**src/lad_pkg.sv**
```systemverilog
// Shared constants and carrier types for the light converter core
package lad_pkg;
  localparam int unsigned CLK_HZ = 100_000_000;
  localparam int unsigned OSC_HZ = 735_000;
  // Oscillator tick every OSC_DIV clocks, nominal rate
  localparam int unsigned OSC_DIV = CLK_HZ / OSC_HZ;
  localparam logic [7:0] OSC_DIV_LAST = 8'(OSC_DIV - 1);

  localparam int unsigned BASE_CYC = 918;
  localparam int unsigned MULT_00 = 11;
  localparam int unsigned MULT_01 = 81;
  localparam int unsigned MULT_10 = 322;
  localparam int unsigned CYC_W = 19;
  localparam logic [CYC_W-1:0] LAST_00 = CYC_W'(MULT_00 * BASE_CYC - 1);
  localparam logic [CYC_W-1:0] LAST_01 = CYC_W'(MULT_01 * BASE_CYC - 1);
  localparam logic [CYC_W-1:0] LAST_10 = CYC_W'(MULT_10 * BASE_CYC - 1);

  // Count slots are odd cycles; the first OFFSET of them are lost
  localparam int unsigned OFFSET = 2;
  localparam logic [CYC_W-1:0] FIRST_SLOT = CYC_W'(2 * OFFSET + 1);
  localparam logic [15:0] FULL_SCALE = 16'hFFFF;
  localparam logic [3:0] LOW_GAIN_LAST = 4'hF;

  localparam logic [6:0] ADDR_GND = 7'h29;
  localparam logic [6:0] ADDR_FLOAT = 7'h39;
  localparam logic [6:0] ADDR_VDD = 7'h49;
  localparam logic [6:0] ADDR_ALERT = 7'h0C;

  localparam int unsigned CMD_BIT = 7;
  localparam logic [3:0] SEL_BB_LO = 4'hC;
  localparam logic [3:0] SEL_BB_HI = 4'hD;
  localparam logic [3:0] SEL_IR_LO = 4'hE;
  localparam logic [3:0] SEL_IR_HI = 4'hF;

  localparam int unsigned TIMEOUT_MS = 25;
  localparam int unsigned TIMEOUT_CYC = TIMEOUT_MS * (CLK_HZ / 1000);

  typedef enum logic [1:0] {
    LAD_STRAP_GND = 2'h0,
    LAD_STRAP_FLOAT = 2'h1,
    LAD_STRAP_VDD = 2'h2
  } lad_strap_t;

  typedef enum logic [1:0] {
    LAD_IT_SHORT = 2'h0,
    LAD_IT_MID = 2'h1,
    LAD_IT_LONG = 2'h2,
    LAD_IT_HALT = 2'h3
  } lad_itime_t;

  typedef struct packed {
    logic gain_low;
    lad_itime_t itime;
  } lad_cfg_t;

  typedef enum logic [2:0] {
    LAD_IDLE = 3'h0,
    LAD_ADDR = 3'h1,
    LAD_AACK = 3'h3,
    LAD_RX = 3'h2,
    LAD_RXACK = 3'h6,
    LAD_TX = 3'h7,
    LAD_TXACK = 3'h5
  } lad_state_t;
endpackage : lad_pkg

```
**src/lad_core.sv**
```systemverilog
// Light converter core: dual integrators and two-wire register slave
module lad_core #(
  parameter int unsigned TIMEOUT_CYC = lad_pkg::TIMEOUT_CYC
) (
  input wire logic clk,
  input wire logic rst_n,
  input lad_pkg::lad_cfg_t cfg,
  input wire logic smbus_mode_en,
  input lad_pkg::lad_strap_t addr_strap,
  input wire logic broadband_pulse,
  input wire logic infrared_pulse,
  input wire logic scl_in,
  input wire logic sda_in,
  output logic sda_out,
  output logic sda_oe
);
  // Pin sampling: bit 0 scl, 1 sda, 2 broadband, 3 infrared
  logic [3:0] sync1_q, sync2_q, sync3_q, filt_q, prev_q;
  logic scl_rise, scl_fall, bus_start, bus_stop;
  logic osc_tick, period_end, slot, busy, tmo;
  logic [7:0] div_q;
  logic [lad_pkg::CYC_W-1:0] cyc_q, last_cyc;
  logic [1:0] pend_q, hit;
  logic [3:0] pre_q [2];
  logic [15:0] acc_q [2];
  logic [15:0] shadow_q [2];
  logic [15:0] data_q [2];
  logic xfer_q;
  logic [6:0] slave_addr_q;
  logic strap_done_q;
  logic [21:0] tmo_q;
  lad_pkg::lad_state_t state_q;
  logic [3:0] cnt_q, sel_q;
  logic [7:0] sh_q, tx_q;
  logic rw_q, alert_q, mack_q, oe_q;
  logic [7:0] next_byte;

  function automatic logic [7:0] rd_byte(input logic [3:0] sel,
                                         input logic alert,
                                         input logic [6:0] addr,
                                         input logic [15:0] bb,
                                         input logic [15:0] ir);
    logic [7:0] b;
    b = 8'h00;
    if (alert)
      b = {addr, 1'b0};
    else
      unique case (sel)
        lad_pkg::SEL_BB_LO: b = bb[7:0];
        lad_pkg::SEL_BB_HI: b = bb[15:8];
        lad_pkg::SEL_IR_LO: b = ir[7:0];
        lad_pkg::SEL_IR_HI: b = ir[15:8];
        default: b = 8'h00;
      endcase
    return b;
  endfunction

  always_ff @(posedge clk)
  begin
    if (!rst_n)
    begin
      sync1_q <= 4'hF;
      sync2_q <= 4'hF;
      sync3_q <= 4'hF;
      filt_q <= 4'hF;
      prev_q <= 4'hF;
    end
    else
    begin
      sync1_q <= {infrared_pulse, broadband_pulse, sda_in, scl_in};
      sync2_q <= sync1_q;
      sync3_q <= sync2_q;
      // Change accepted once the two later stages agree
      filt_q <= (sync2_q & sync3_q) | (filt_q & (sync2_q | sync3_q));
      prev_q <= filt_q;
    end
  end

  assign scl_rise = filt_q[0] & ~prev_q[0];
  assign scl_fall = ~filt_q[0] & prev_q[0];
  assign bus_start = filt_q[0] & prev_q[0] & prev_q[1] & ~filt_q[1];
  assign bus_stop = filt_q[0] & prev_q[0] & ~prev_q[1] & filt_q[1];

  // Oscillator time base
  always_ff @(posedge clk)
  begin
    if (!rst_n || osc_tick)
      div_q <= 8'h00;
    else
      div_q <= div_q + 8'h01;
  end
  assign osc_tick = div_q == lad_pkg::OSC_DIV_LAST;

  always_comb
  begin
    unique case (cfg.itime)
      lad_pkg::LAD_IT_SHORT: last_cyc = lad_pkg::LAST_00;
      lad_pkg::LAD_IT_MID: last_cyc = lad_pkg::LAST_01;
      lad_pkg::LAD_IT_LONG: last_cyc = lad_pkg::LAST_10;
      lad_pkg::LAD_IT_HALT: last_cyc = '1;
    endcase
  end

  // Halt code holds the period open: nothing is ever transferred
  assign period_end = osc_tick && cfg.itime != lad_pkg::LAD_IT_HALT &&
                      cyc_q >= last_cyc;
  assign slot = osc_tick && cyc_q[0] && cyc_q >= lad_pkg::FIRST_SLOT;

  always_ff @(posedge clk)
  begin
    if (!rst_n || period_end)
      cyc_q <= '0;
    else if (osc_tick && cyc_q != '1)
      cyc_q <= cyc_q + lad_pkg::CYC_W'(1);
  end

  // Light events wait for the next count slot; a new event beats consume
  assign hit = pend_q & {2{slot}};
  always_ff @(posedge clk)
  begin
    if (!rst_n)
      pend_q <= 2'b00;
    else
      pend_q <= (filt_q[3:2] & ~prev_q[3:2]) | (pend_q & ~hit);
  end

  always_ff @(posedge clk)
  begin
    if (!rst_n)
    begin
      for (int i = 0; i < 2; i++)
      begin
        acc_q[i] <= 16'h0000;
        pre_q[i] <= 4'h0;
        shadow_q[i] <= 16'h0000;
      end
    end
    else
    begin
      for (int i = 0; i < 2; i++)
      begin
        if (period_end)
        begin
          shadow_q[i] <= acc_q[i];
          acc_q[i] <= 16'h0000;
          pre_q[i] <= 4'h0;
        end
        else if (hit[i])
        begin
          pre_q[i] <= cfg.gain_low ? pre_q[i] + 4'h1 : 4'h0;
          if ((!cfg.gain_low || pre_q[i] == lad_pkg::LOW_GAIN_LAST) &&
              acc_q[i] != lad_pkg::FULL_SCALE)
            acc_q[i] <= acc_q[i] + 16'h0001;
        end
      end
    end
  end

  // Readable copy only moves while no transaction is running
  assign busy = state_q != lad_pkg::LAD_IDLE;
  always_ff @(posedge clk)
  begin
    if (!rst_n)
    begin
      xfer_q <= 1'b0;
      data_q[0] <= 16'h0000;
      data_q[1] <= 16'h0000;
    end
    else if (period_end)
      xfer_q <= 1'b1;
    else if (xfer_q && !busy)
    begin
      xfer_q <= 1'b0;
      data_q[0] <= shadow_q[0];
      data_q[1] <= shadow_q[1];
    end
  end

  // Strap sampled once, on the first edge after reset release
  always_ff @(posedge clk)
  begin
    if (!rst_n)
    begin
      strap_done_q <= 1'b0;
      slave_addr_q <= lad_pkg::ADDR_FLOAT;
    end
    else if (!strap_done_q)
    begin
      strap_done_q <= 1'b1;
      unique case (addr_strap)
        lad_pkg::LAD_STRAP_GND: slave_addr_q <= lad_pkg::ADDR_GND;
        lad_pkg::LAD_STRAP_VDD: slave_addr_q <= lad_pkg::ADDR_VDD;
        default: slave_addr_q <= lad_pkg::ADDR_FLOAT;
      endcase
    end
  end

  // Low-line watchdog; saturates so it fires once per stuck episode
  always_ff @(posedge clk)
  begin
    if (!rst_n || !smbus_mode_en || (filt_q[0] && filt_q[1]))
      tmo_q <= 22'h000000;
    else if (tmo_q != 22'(TIMEOUT_CYC))
      tmo_q <= tmo_q + 22'h000001;
  end
  assign tmo = tmo_q == 22'(TIMEOUT_CYC - 1);

  // Byte a read would shift out next, from the current select
  assign next_byte = rd_byte(sel_q, alert_q, slave_addr_q, data_q[0],
                             data_q[1]);

  always_ff @(posedge clk)
  begin
    if (!rst_n || tmo || bus_stop)
    begin
      state_q <= lad_pkg::LAD_IDLE;
      oe_q <= 1'b0;
      cnt_q <= 4'h0;
      if (!rst_n)
      begin
        sel_q <= 4'h0;
        sh_q <= 8'h00;
        tx_q <= 8'h00;
        rw_q <= 1'b0;
        alert_q <= 1'b0;
        mack_q <= 1'b0;
      end
    end
    else if (bus_start)
    begin
      state_q <= lad_pkg::LAD_ADDR;
      oe_q <= 1'b0;
      cnt_q <= 4'h0;
    end
    else
    begin
      if (scl_rise && cnt_q != 4'h8)
      begin
        sh_q <= {sh_q[6:0], filt_q[1]};
        cnt_q <= cnt_q + 4'h1;
      end
      unique case (state_q)
        lad_pkg::LAD_IDLE: ;
        lad_pkg::LAD_ADDR:
          if (scl_fall && cnt_q == 4'h8)
          begin
            // Low bit of the byte is the master's direction bit
            if (sh_q[7:1] == slave_addr_q ||
                sh_q[7:1] == lad_pkg::ADDR_ALERT)
            begin
              state_q <= lad_pkg::LAD_AACK;
              oe_q <= 1'b1;
              rw_q <= sh_q[0];
              alert_q <= sh_q[7:1] == lad_pkg::ADDR_ALERT;
            end
            else
              state_q <= lad_pkg::LAD_IDLE;
          end
        lad_pkg::LAD_AACK, lad_pkg::LAD_RXACK:
          if (scl_fall)
          begin
            cnt_q <= 4'h0;
            if (state_q == lad_pkg::LAD_AACK && rw_q)
            begin
              state_q <= lad_pkg::LAD_TX;
              tx_q <= next_byte;
              oe_q <= ~next_byte[7];
              sel_q <= sel_q + 4'h1;
            end
            else
            begin
              state_q <= lad_pkg::LAD_RX;
              oe_q <= 1'b0;
            end
          end
        lad_pkg::LAD_RX:
          if (scl_fall && cnt_q == 4'h8)
          begin
            state_q <= lad_pkg::LAD_RXACK;
            oe_q <= 1'b1;
            // Other bytes would go to registers outside this core
            if (sh_q[lad_pkg::CMD_BIT])
              sel_q <= sh_q[3:0];
          end
        lad_pkg::LAD_TX:
          if (scl_fall)
          begin
            if (cnt_q == 4'h8)
            begin
              state_q <= lad_pkg::LAD_TXACK;
              oe_q <= 1'b0;
            end
            else
              oe_q <= ~tx_q[3'(4'h7 - cnt_q)];
          end
        lad_pkg::LAD_TXACK:
        begin
          if (scl_rise)
            mack_q <= ~filt_q[1];
          if (scl_fall)
          begin
            cnt_q <= 4'h0;
            if (mack_q)
            begin
              state_q <= lad_pkg::LAD_TX;
              tx_q <= next_byte;
              oe_q <= ~next_byte[7];
              sel_q <= sel_q + 4'h1;
            end
            else
              state_q <= lad_pkg::LAD_IDLE;
          end
        end
      endcase
    end
  end

  // Open drain: only ever pulls low
  assign sda_out = 1'b0;
  assign sda_oe = oe_q;

  a_osc_tick_spacing: assert property (@(posedge clk) disable iff (!rst_n)
    osc_tick |=> !osc_tick [*8])
    else $error("oscillator tick too soon");

  a_period_restart: assert property (@(posedge clk) disable iff (!rst_n)
    period_end |=> cyc_q == '0 && acc_q[0] == 16'h0000)
    else $error("period did not restart");

  a_period_length: assert property (@(posedge clk) disable iff (!rst_n)
    period_end && cfg.itime == lad_pkg::LAD_IT_SHORT
    |-> cyc_q == lad_pkg::LAST_00)
    else $error("short period length wrong");

  a_count_slot: assert property (@(posedge clk) disable iff (!rst_n)
    acc_q[0] != $past(acc_q[0]) && !$past(period_end)
    |-> $past(cyc_q[0]) && $past(cyc_q) >= lad_pkg::FIRST_SLOT)
    else $error("count outside slot");

  a_sat_hold: assert property (@(posedge clk) disable iff (!rst_n)
    acc_q[1] == lad_pkg::FULL_SCALE && !period_end
    |=> acc_q[1] == lad_pkg::FULL_SCALE)
    else $error("accumulator wrapped");

  a_low_gain_step: assert property (@(posedge clk) disable iff (!rst_n)
    cfg.gain_low && $past(cfg.gain_low) && !$past(period_end) &&
    acc_q[0] != $past(acc_q[0])
    |-> $past(pre_q[0]) == lad_pkg::LOW_GAIN_LAST)
    else $error("low gain step early");

  a_shadow_capture: assert property (@(posedge clk) disable iff (!rst_n)
    period_end |=> shadow_q[0] == $past(acc_q[0]) &&
                   shadow_q[1] == $past(acc_q[1]))
    else $error("result not captured");

  a_data_stable_busy: assert property (@(posedge clk) disable iff (!rst_n)
    busy && $past(busy) |-> $stable(data_q[0]) && $stable(data_q[1]))
    else $error("readable data moved mid transfer");

  a_addr_match: assert property (@(posedge clk) disable iff (!rst_n)
    state_q == lad_pkg::LAD_AACK && $past(state_q) == lad_pkg::LAD_ADDR
    |-> $past(sh_q[7:1]) == slave_addr_q ||
        $past(sh_q[7:1]) == lad_pkg::ADDR_ALERT)
    else $error("acked foreign address");

  a_cmd_select: assert property (@(posedge clk) disable iff (!rst_n)
    state_q == lad_pkg::LAD_RX && scl_fall && cnt_q == 4'h8 &&
    sh_q[lad_pkg::CMD_BIT] && !bus_stop && !tmo
    |=> sel_q == $past(sh_q[3:0]))
    else $error("command select not stored");

  a_timeout_idle: assert property (@(posedge clk) disable iff (!rst_n)
    tmo |=> state_q == lad_pkg::LAD_IDLE && !sda_oe)
    else $error("timeout did not free bus");
endmodule // lad_core

```
**config.mk**
```make
export PLATFORM = sky130hd
export DESIGN_NAME = lad_core
export DESIGN_NICKNAME = d
export VERILOG_FILES = /design/src/lad_pkg.sv /design/src/lad_core.sv
export SDC_FILE = /design/constraint.sdc
export NUM_CORES = 1
export LEC_CHECK = 0
export BUFFER_PORTS_ARGS = -buffer_cell sky130_fd_sc_hd__buf_4
export CAP_MARGIN = 20
export CELL_PAD_IN_SITES_DETAIL_PLACEMENT = 1
export CELL_PAD_IN_SITES_GLOBAL_PLACEMENT = 1
export CORE_AREA = 2 2 156 158
export DETAILED_ROUTE_END_ITERATION = 7
export DIE_AREA = 0 0 158 160
export PLACE_DENSITY_LB_ADDON = 0.1
export SLEW_MARGIN = 30
export SYNTH_ARGS = -nofsm -noshare
export SYNTH_HDL_FRONTEND = slang
export SYNTH_SLANG_ARGS = --single-unit
```
**constraint.sdc**
```tcl
create_clock -name clk -period 4.52 [get_ports clk]
set_input_delay 0 -clock clk [delete_from_list [all_inputs] [get_ports clk]]
set_output_delay 0 -clock clk [all_outputs]
set_load 0.02 [all_outputs]
```
After elaboration in Yosys (flattened, before gate mapping)
Memory sizes are Yosys's and may differ from the RTL's.
Cells that the tools add are included.
{"block": "classes", "addsub": 10, "n_lt_le_gt_ge": 3, "n_eq_ne": 49, "muxes": 109, "bitwise_logic": 35, "reduce_logical": 50}
{"operator": "16-bit 2-to-1 mux", "n": 8}
{"operator": "8-bit 2-to-1 mux", "n": 11}
{"operator": "19-bit case mux with 4 select lines", "n": 1}
{"operator": "4-bit 2-to-1 mux", "n": 18}
{"operator": "1-bit 2-to-1 mux", "n": 55}
{"operator": "3-bit inequality test, second input constant", "n": 12}
{"operator": "16-bit by 1-bit adder with 16-bit output, second input constant", "n": 2}
{"operator": "16-bit inequality test, second input constant", "n": 2}
{"operator": "8-bit case mux with 4 select lines", "n": 1}
{"operator": "4-bit equality test, second input constant", "n": 7}
{"operator": "3-bit 2-to-1 mux", "n": 8}
{"operator": "22-bit by 1-bit adder with 22-bit output, second input constant", "n": 1}
{"operator": "22-bit equality test, second input constant", "n": 1}
{"operator": "22-bit inequality test, second input constant", "n": 1}
{"operator": "7-bit AND reduction", "n": 3}
{"operator": "2-bit inequality test, second input constant", "n": 10}
{"operator": "19-bit by 1-bit adder with 19-bit output, second input constant", "n": 1}
{"operator": "19-bit >= comparator", "n": 1}
{"operator": "19-bit by 3-bit >= comparator with 1-bit output, second input constant", "n": 1}
{"operator": "19-bit inequality test, second input constant", "n": 1}
{"operator": "4-bit by 1-bit adder with 4-bit output, second input constant", "n": 4}
{"operator": "8-bit case mux with 2 select lines", "n": 1}
{"operator": "3-bit case mux with 5 select lines", "n": 1}
{"operator": "7-bit case mux with 2 select lines", "n": 1}
{"operator": "other kinds (41)", "n": 104}
{"block": "totals", "reg_bits": 111, "mem_bits_rw": 104, "in_bits": 12, "output_inout_bits": 2, "wordCells": 282, "mem_count": 4}
{"memory": "acc_q", "depth": 2, "word_bits": 16, "read_ports": 2, "rd_clocked_by_memory_dff": 0, "wr": 2, "line_no": "lad_core.sv:25", "source": "logic [15:0] acc_q [2];"}
{"memory": "data_q", "depth": 2, "word_bits": 16, "read_ports": 2, "rd_clocked_by_memory_dff": 0, "wr": 2, "line_no": "lad_core.sv:27", "source": "logic [15:0] data_q [2];"}
{"memory": "shadow_q", "depth": 2, "word_bits": 16, "read_ports": 2, "rd_clocked_by_memory_dff": 0, "wr": 2, "line_no": "lad_core.sv:26", "source": "logic [15:0] shadow_q [2];"}
{"memory": "pre_q", "depth": 2, "word_bits": 4, "read_ports": 2, "rd_clocked_by_memory_dff": 0, "wr": 2, "line_no": "lad_core.sv:24", "source": "logic [3:0] pre_q [2];"}

Depth between registers and ports, before layout
An unclocked memory read counts as a cell.
{"block": "depth", "ltp_word": 10, "depth_mapped": 11, "ltp_nobuf": 9}

Worst setup path before layout
Ideal clock, no wire load.
{"block": "synth_timing", "path_type": "input to register", "from": "input cfg[0] (netlist bit)", "to": "memory data_q[0][0], enable pin", "setup_ns": 0.466, "arrival_time_ns": 4.037, "t_required_ns": 4.054, "setup_slack_ns": 0.018, "path_stages": 10, "n_path_buf": 1, "path_cell_list": "inv_1 -> ha_1 -> nor2_1 -> ha_1 -> and3_1 -> a221oi_1 -> o32a_1 -> buf_2 -> nand2_1 -> o21ai_0"}
{"element": "start: declaration", "line_no": "lad_core.sv:7", "source": "input lad_pkg::lad_cfg_t cfg,"}
{"element": "end: declaration", "line_no": "lad_core.sv:27"}

==> summary.txt <==
Logic synthesis
  – Synth Register Bits: 211
  – Dominant synthesized flop cell: edfxtp_1
  – Post-synth EDFFs: between 100 and 150
  – Syn_nets: 1117
  – Syn Std Cell Area: between 10000 and 15000 um^2
  – Post-Synthesis Mean Instance Area: around 10 um^2
  – Seq/Total Area, Yosys: between 50 and 60%
  – Syn Inst Count: ~1100
  – Syn. warnings: 0
  – Largest cells by area after synthesis: edfxtp_1, dfxtp_1, nand2_1, ha_1, xnor2_1
  – Yosys top cell area share: about 35%
  – Synth area leader: edfxtp_1
  – Ys async rst share: 0%
  – Library cells used by synthesis: 73

Setup path
  – Worst path cell trace: ha_1 > a21o_1 > a221oi_1 > o32a_1 > and2_1 > nand3_1
  – R2R Setup Slk: 1370 ps
  – Crit path kind: flop to flop
  – Crit path max-delay family: compound AO/OA/AOI/OAI gates
  – Reg2reg path depth: 6
  – Data arrival, critical path: between 3000 and 4000 ps
  – Buf+Inv Stages, Crit Path: 0
  – Worst path slowest cell: nand3_1
  – CP Max Fanout: 16
  – RR Endpoint: acc_q[1][6]$_SDFFCE_PN0P_
  – CP endpoint kind: flop
  – CP Launch Point: cyc_q[12]$_SDFFE_PP0P_
  – CP required: between 4000 and 5000 ps
  – Worst reg2reg startpoint: cyc_q[12]$_SDFFE_PP0P_
  – Max incr delay on CP: roughly 630 ps
  – Startpoint types: flop
  – CP Depth: 6
  – Crit path to: acc_q[1][6]$_SDFFCE_PN0P_

Global routing
  – GRT Overall Usage: between 20% and 30%
  – Vias in the first global route: just over 8000
  – Initial antenna violation count: 0
  – Global-route wire length before repair: 42300 um
  – Pin count of the biggest net entering global routing: 55
  – Global route overflow: 0

Placement
  – DP Area: ~11000 um^2
  – Port-buffer cells: 12
  – Pre-CTS WS: approximately 1100 ps
  – Post-DP HPWL: about 17000 um
  – GP Congestion: ~0.8
  – Placed insts: roughly 1400

Layout
  – Nets: approximately 1100
  – Layout cells sized above 1: 8.33%
  – Most common cell after layout, fill and taps aside: nand2_1
  – Core Util, Final: about half
  – Final Instance Area: 11900 um^2
  – Commonest non-fill, non-tap cells in the layout: nand2_1, edfxtp_1, dfxtp_1
  – Area delta synth->final: 11.0%
  – Post-route insts no fill: 1404
  – # fillers: between 2000 and 3000
  – ANT cells: 0

Detailed routing
  – Vias: approximately 7800
  – Post-DR vias/cell: roughly 5.6
  – Pre-Repair DR Iteration Count: 5
  – DRC Markers: 0
  – Drt first-iter violations: between 400 and 500
  – Final ANT Viol Nets: 0
  – Routed WL: between 20000 and 30000 um
  – Routed WL per cell: between 15 and 20 um

Power and ir drop
  – Sequential power share: between 40% and 50%
  – LEAKAGE: a little over 4 nW
  – Worst vdd ir: 373 uV
  – Switching share of power: 21.6%
  – Logic pwr share: under 10%
  – Total power: 4.39 mW
  – Clk pwr share: between 40% and 50%
  – Cell internal pwr: between 3 and 4 mW
  – Net switching power: 0.949 mW
  – Pwr dens: between 300 and 400 nW/um^2

Timing
  – Slew Viols, Final: 0
  – Worst Setup Slack, final: around 1400 ps
  – # setup viols final: 0
  – Fin Clk Skew: between 7 and 8 ps
  – Fmax: 317 MHz
  – RSZ-0062 raised after global routing: false
  – Min Tclk post-route: ~3200 ps
  – Fin crit share: between 60% and 70%
  – Setup TNS: 0 ps
  – Final Hold Fails: 0
  – Hold WS: between 90 and 100 ps
  – Rel. slew slack: a little over a third
  – Tightest Pin Transition: 954 ps

CTS
  – Setup Fix Bufs, Post-CTS: 0
  – Root Buffer: clkbuf_16
  – Post_cts resized: 0
  – Clock sink count: roughly 210
  – Clk buf depth: 3
  – TritonCTS Buffers: 26
  – CTS H-tree depth: 1
  – CTS tree: done
  – Clock-pin slew on the worst setup and hold paths: 60 ps
  – Skew-Pair Late Insertion Delay: around 520 ps

Die
  – Initial Util: 45.1%
  – FP Rows: 57
  – Die Ht: ~160 um
  – Boundary Pins: 14
  – Core ar.: 23800 um^2
  – Die area: ~25000 um^2
  – Die X: 158 um

Min path
  – Hold Crit Class: primary input to flop
  – Hold path startpoint: cfg[2]

Run
  – # Max-Cap Violations: 0

Status
  – Status: finished clean
## tightest hold or removal path: stages
cell and delay (ps):
buf_4 130, and2_1 180, nand4_1 100, nor3_1 40
## registers in the layout, indices dropped and copies added, names as in the netlist, 2 cells and up
name / count
shadow_q: 32
acc_q: 32
prev_q: 4
tmo_q: 22
pre_q: 8
cyc_q: 19
pend_q: 2
sync3_q: 4
data_q: 32
tx_q: 8
cnt_q: 4
filt_q: 4
slave_addr_q: 3
state_q: 3
sel_q: 4
sync1_q: 4
div_q: 8
sync2_q: 4
sh_q: 8
## repair_timing
| item | CTS | global route |
|---|---|---|
| setup endpoints to repair | 0 | 0 |
| hold buffers | 6 | 0 |
| hold endpoints to repair | 7 | 0 |
## area by class of cell
type                    instances  area (um^2)  share of cell area (%)
inverters                      22         82.6                   0.693
clock buffers                  39          803                    6.74
clock inverters                 9         73.8                   0.619
multi-input cells             770         4830                    40.5
repair buffers                 29          233                    1.95
flip-flops and latches        211         5500                    46.1
well taps                     324          405                    3.40
## synth_stat cells (all sizes together), types with 7 or more instances
master,n
nand2,135
edfxtp,127
dfxtp,84
nor3,79
nor2,59
a21oi,56
nand3,47
xnor2,47
nor4,43
nand4,37
clkbuf,35
buf,34
ha,33
xor2,27
and3,26
o21ai,23
inv,22
nand2b,21
a22oi,18
and2,15
a211oi,11
and4,7
## power by group through the flow
stage	clock network [mW]	logic [mW]	registers, mW
2_1_floorplan	0	0.126	2.17
3_3_place_gp	0	0.166	2.19
3_5_place_dp	0	0.168	2.19
4_1_cts	2.13	0.174	2.15
5_1_grt	2.21	0.195	2.16
6_report	2.08	0.172	2.15
## per-layer routing
layer | wire [um] | vias to the layer above | GRT usage [%]
li1 | - | 3914 | -
met3 | 723 | 27 | 2.74
met1 | 12000 | 3781 | 28.2
met2 | 11900 | 83 | 34.1
met5 | 0 | - | 0
met4 | 341 | 0 | 4.18
## cells by family (layout without fill, tap and decap cells)
kind of cell	count (synthesis)	in the layout	synth area share (%)
AOI/OAI and AO/OA	153	153	9.25
xor gates and xnor gates	74	74	6.03
adders and majority gates	33	33	3.84
buffers and inverters	91	99	4.16
DFF	211	211	51.1
muxes	8	8	0.873
other	1	1	0.0349
and+or+nand+nor	501	501	24.7
## worst min path at each step
stage	endpoint	slack, ps	cells after the start
floorplan	strap_done_q$_DFF_P_	30	0
global placement	sync1_q[2]$_SDFF_PN1_	190	2
detailed placement	sync1_q[3]$_SDFF_PN1_	190	2
CTS	acc_q[0][15]$_SDFFCE_PN0P_	70	5
global route	strap_done_q$_DFF_P_	110	2
finish	pre_q[1][1]$_SDFFCE_PN0P_	100	4
(Power assumes the default switching activity.)
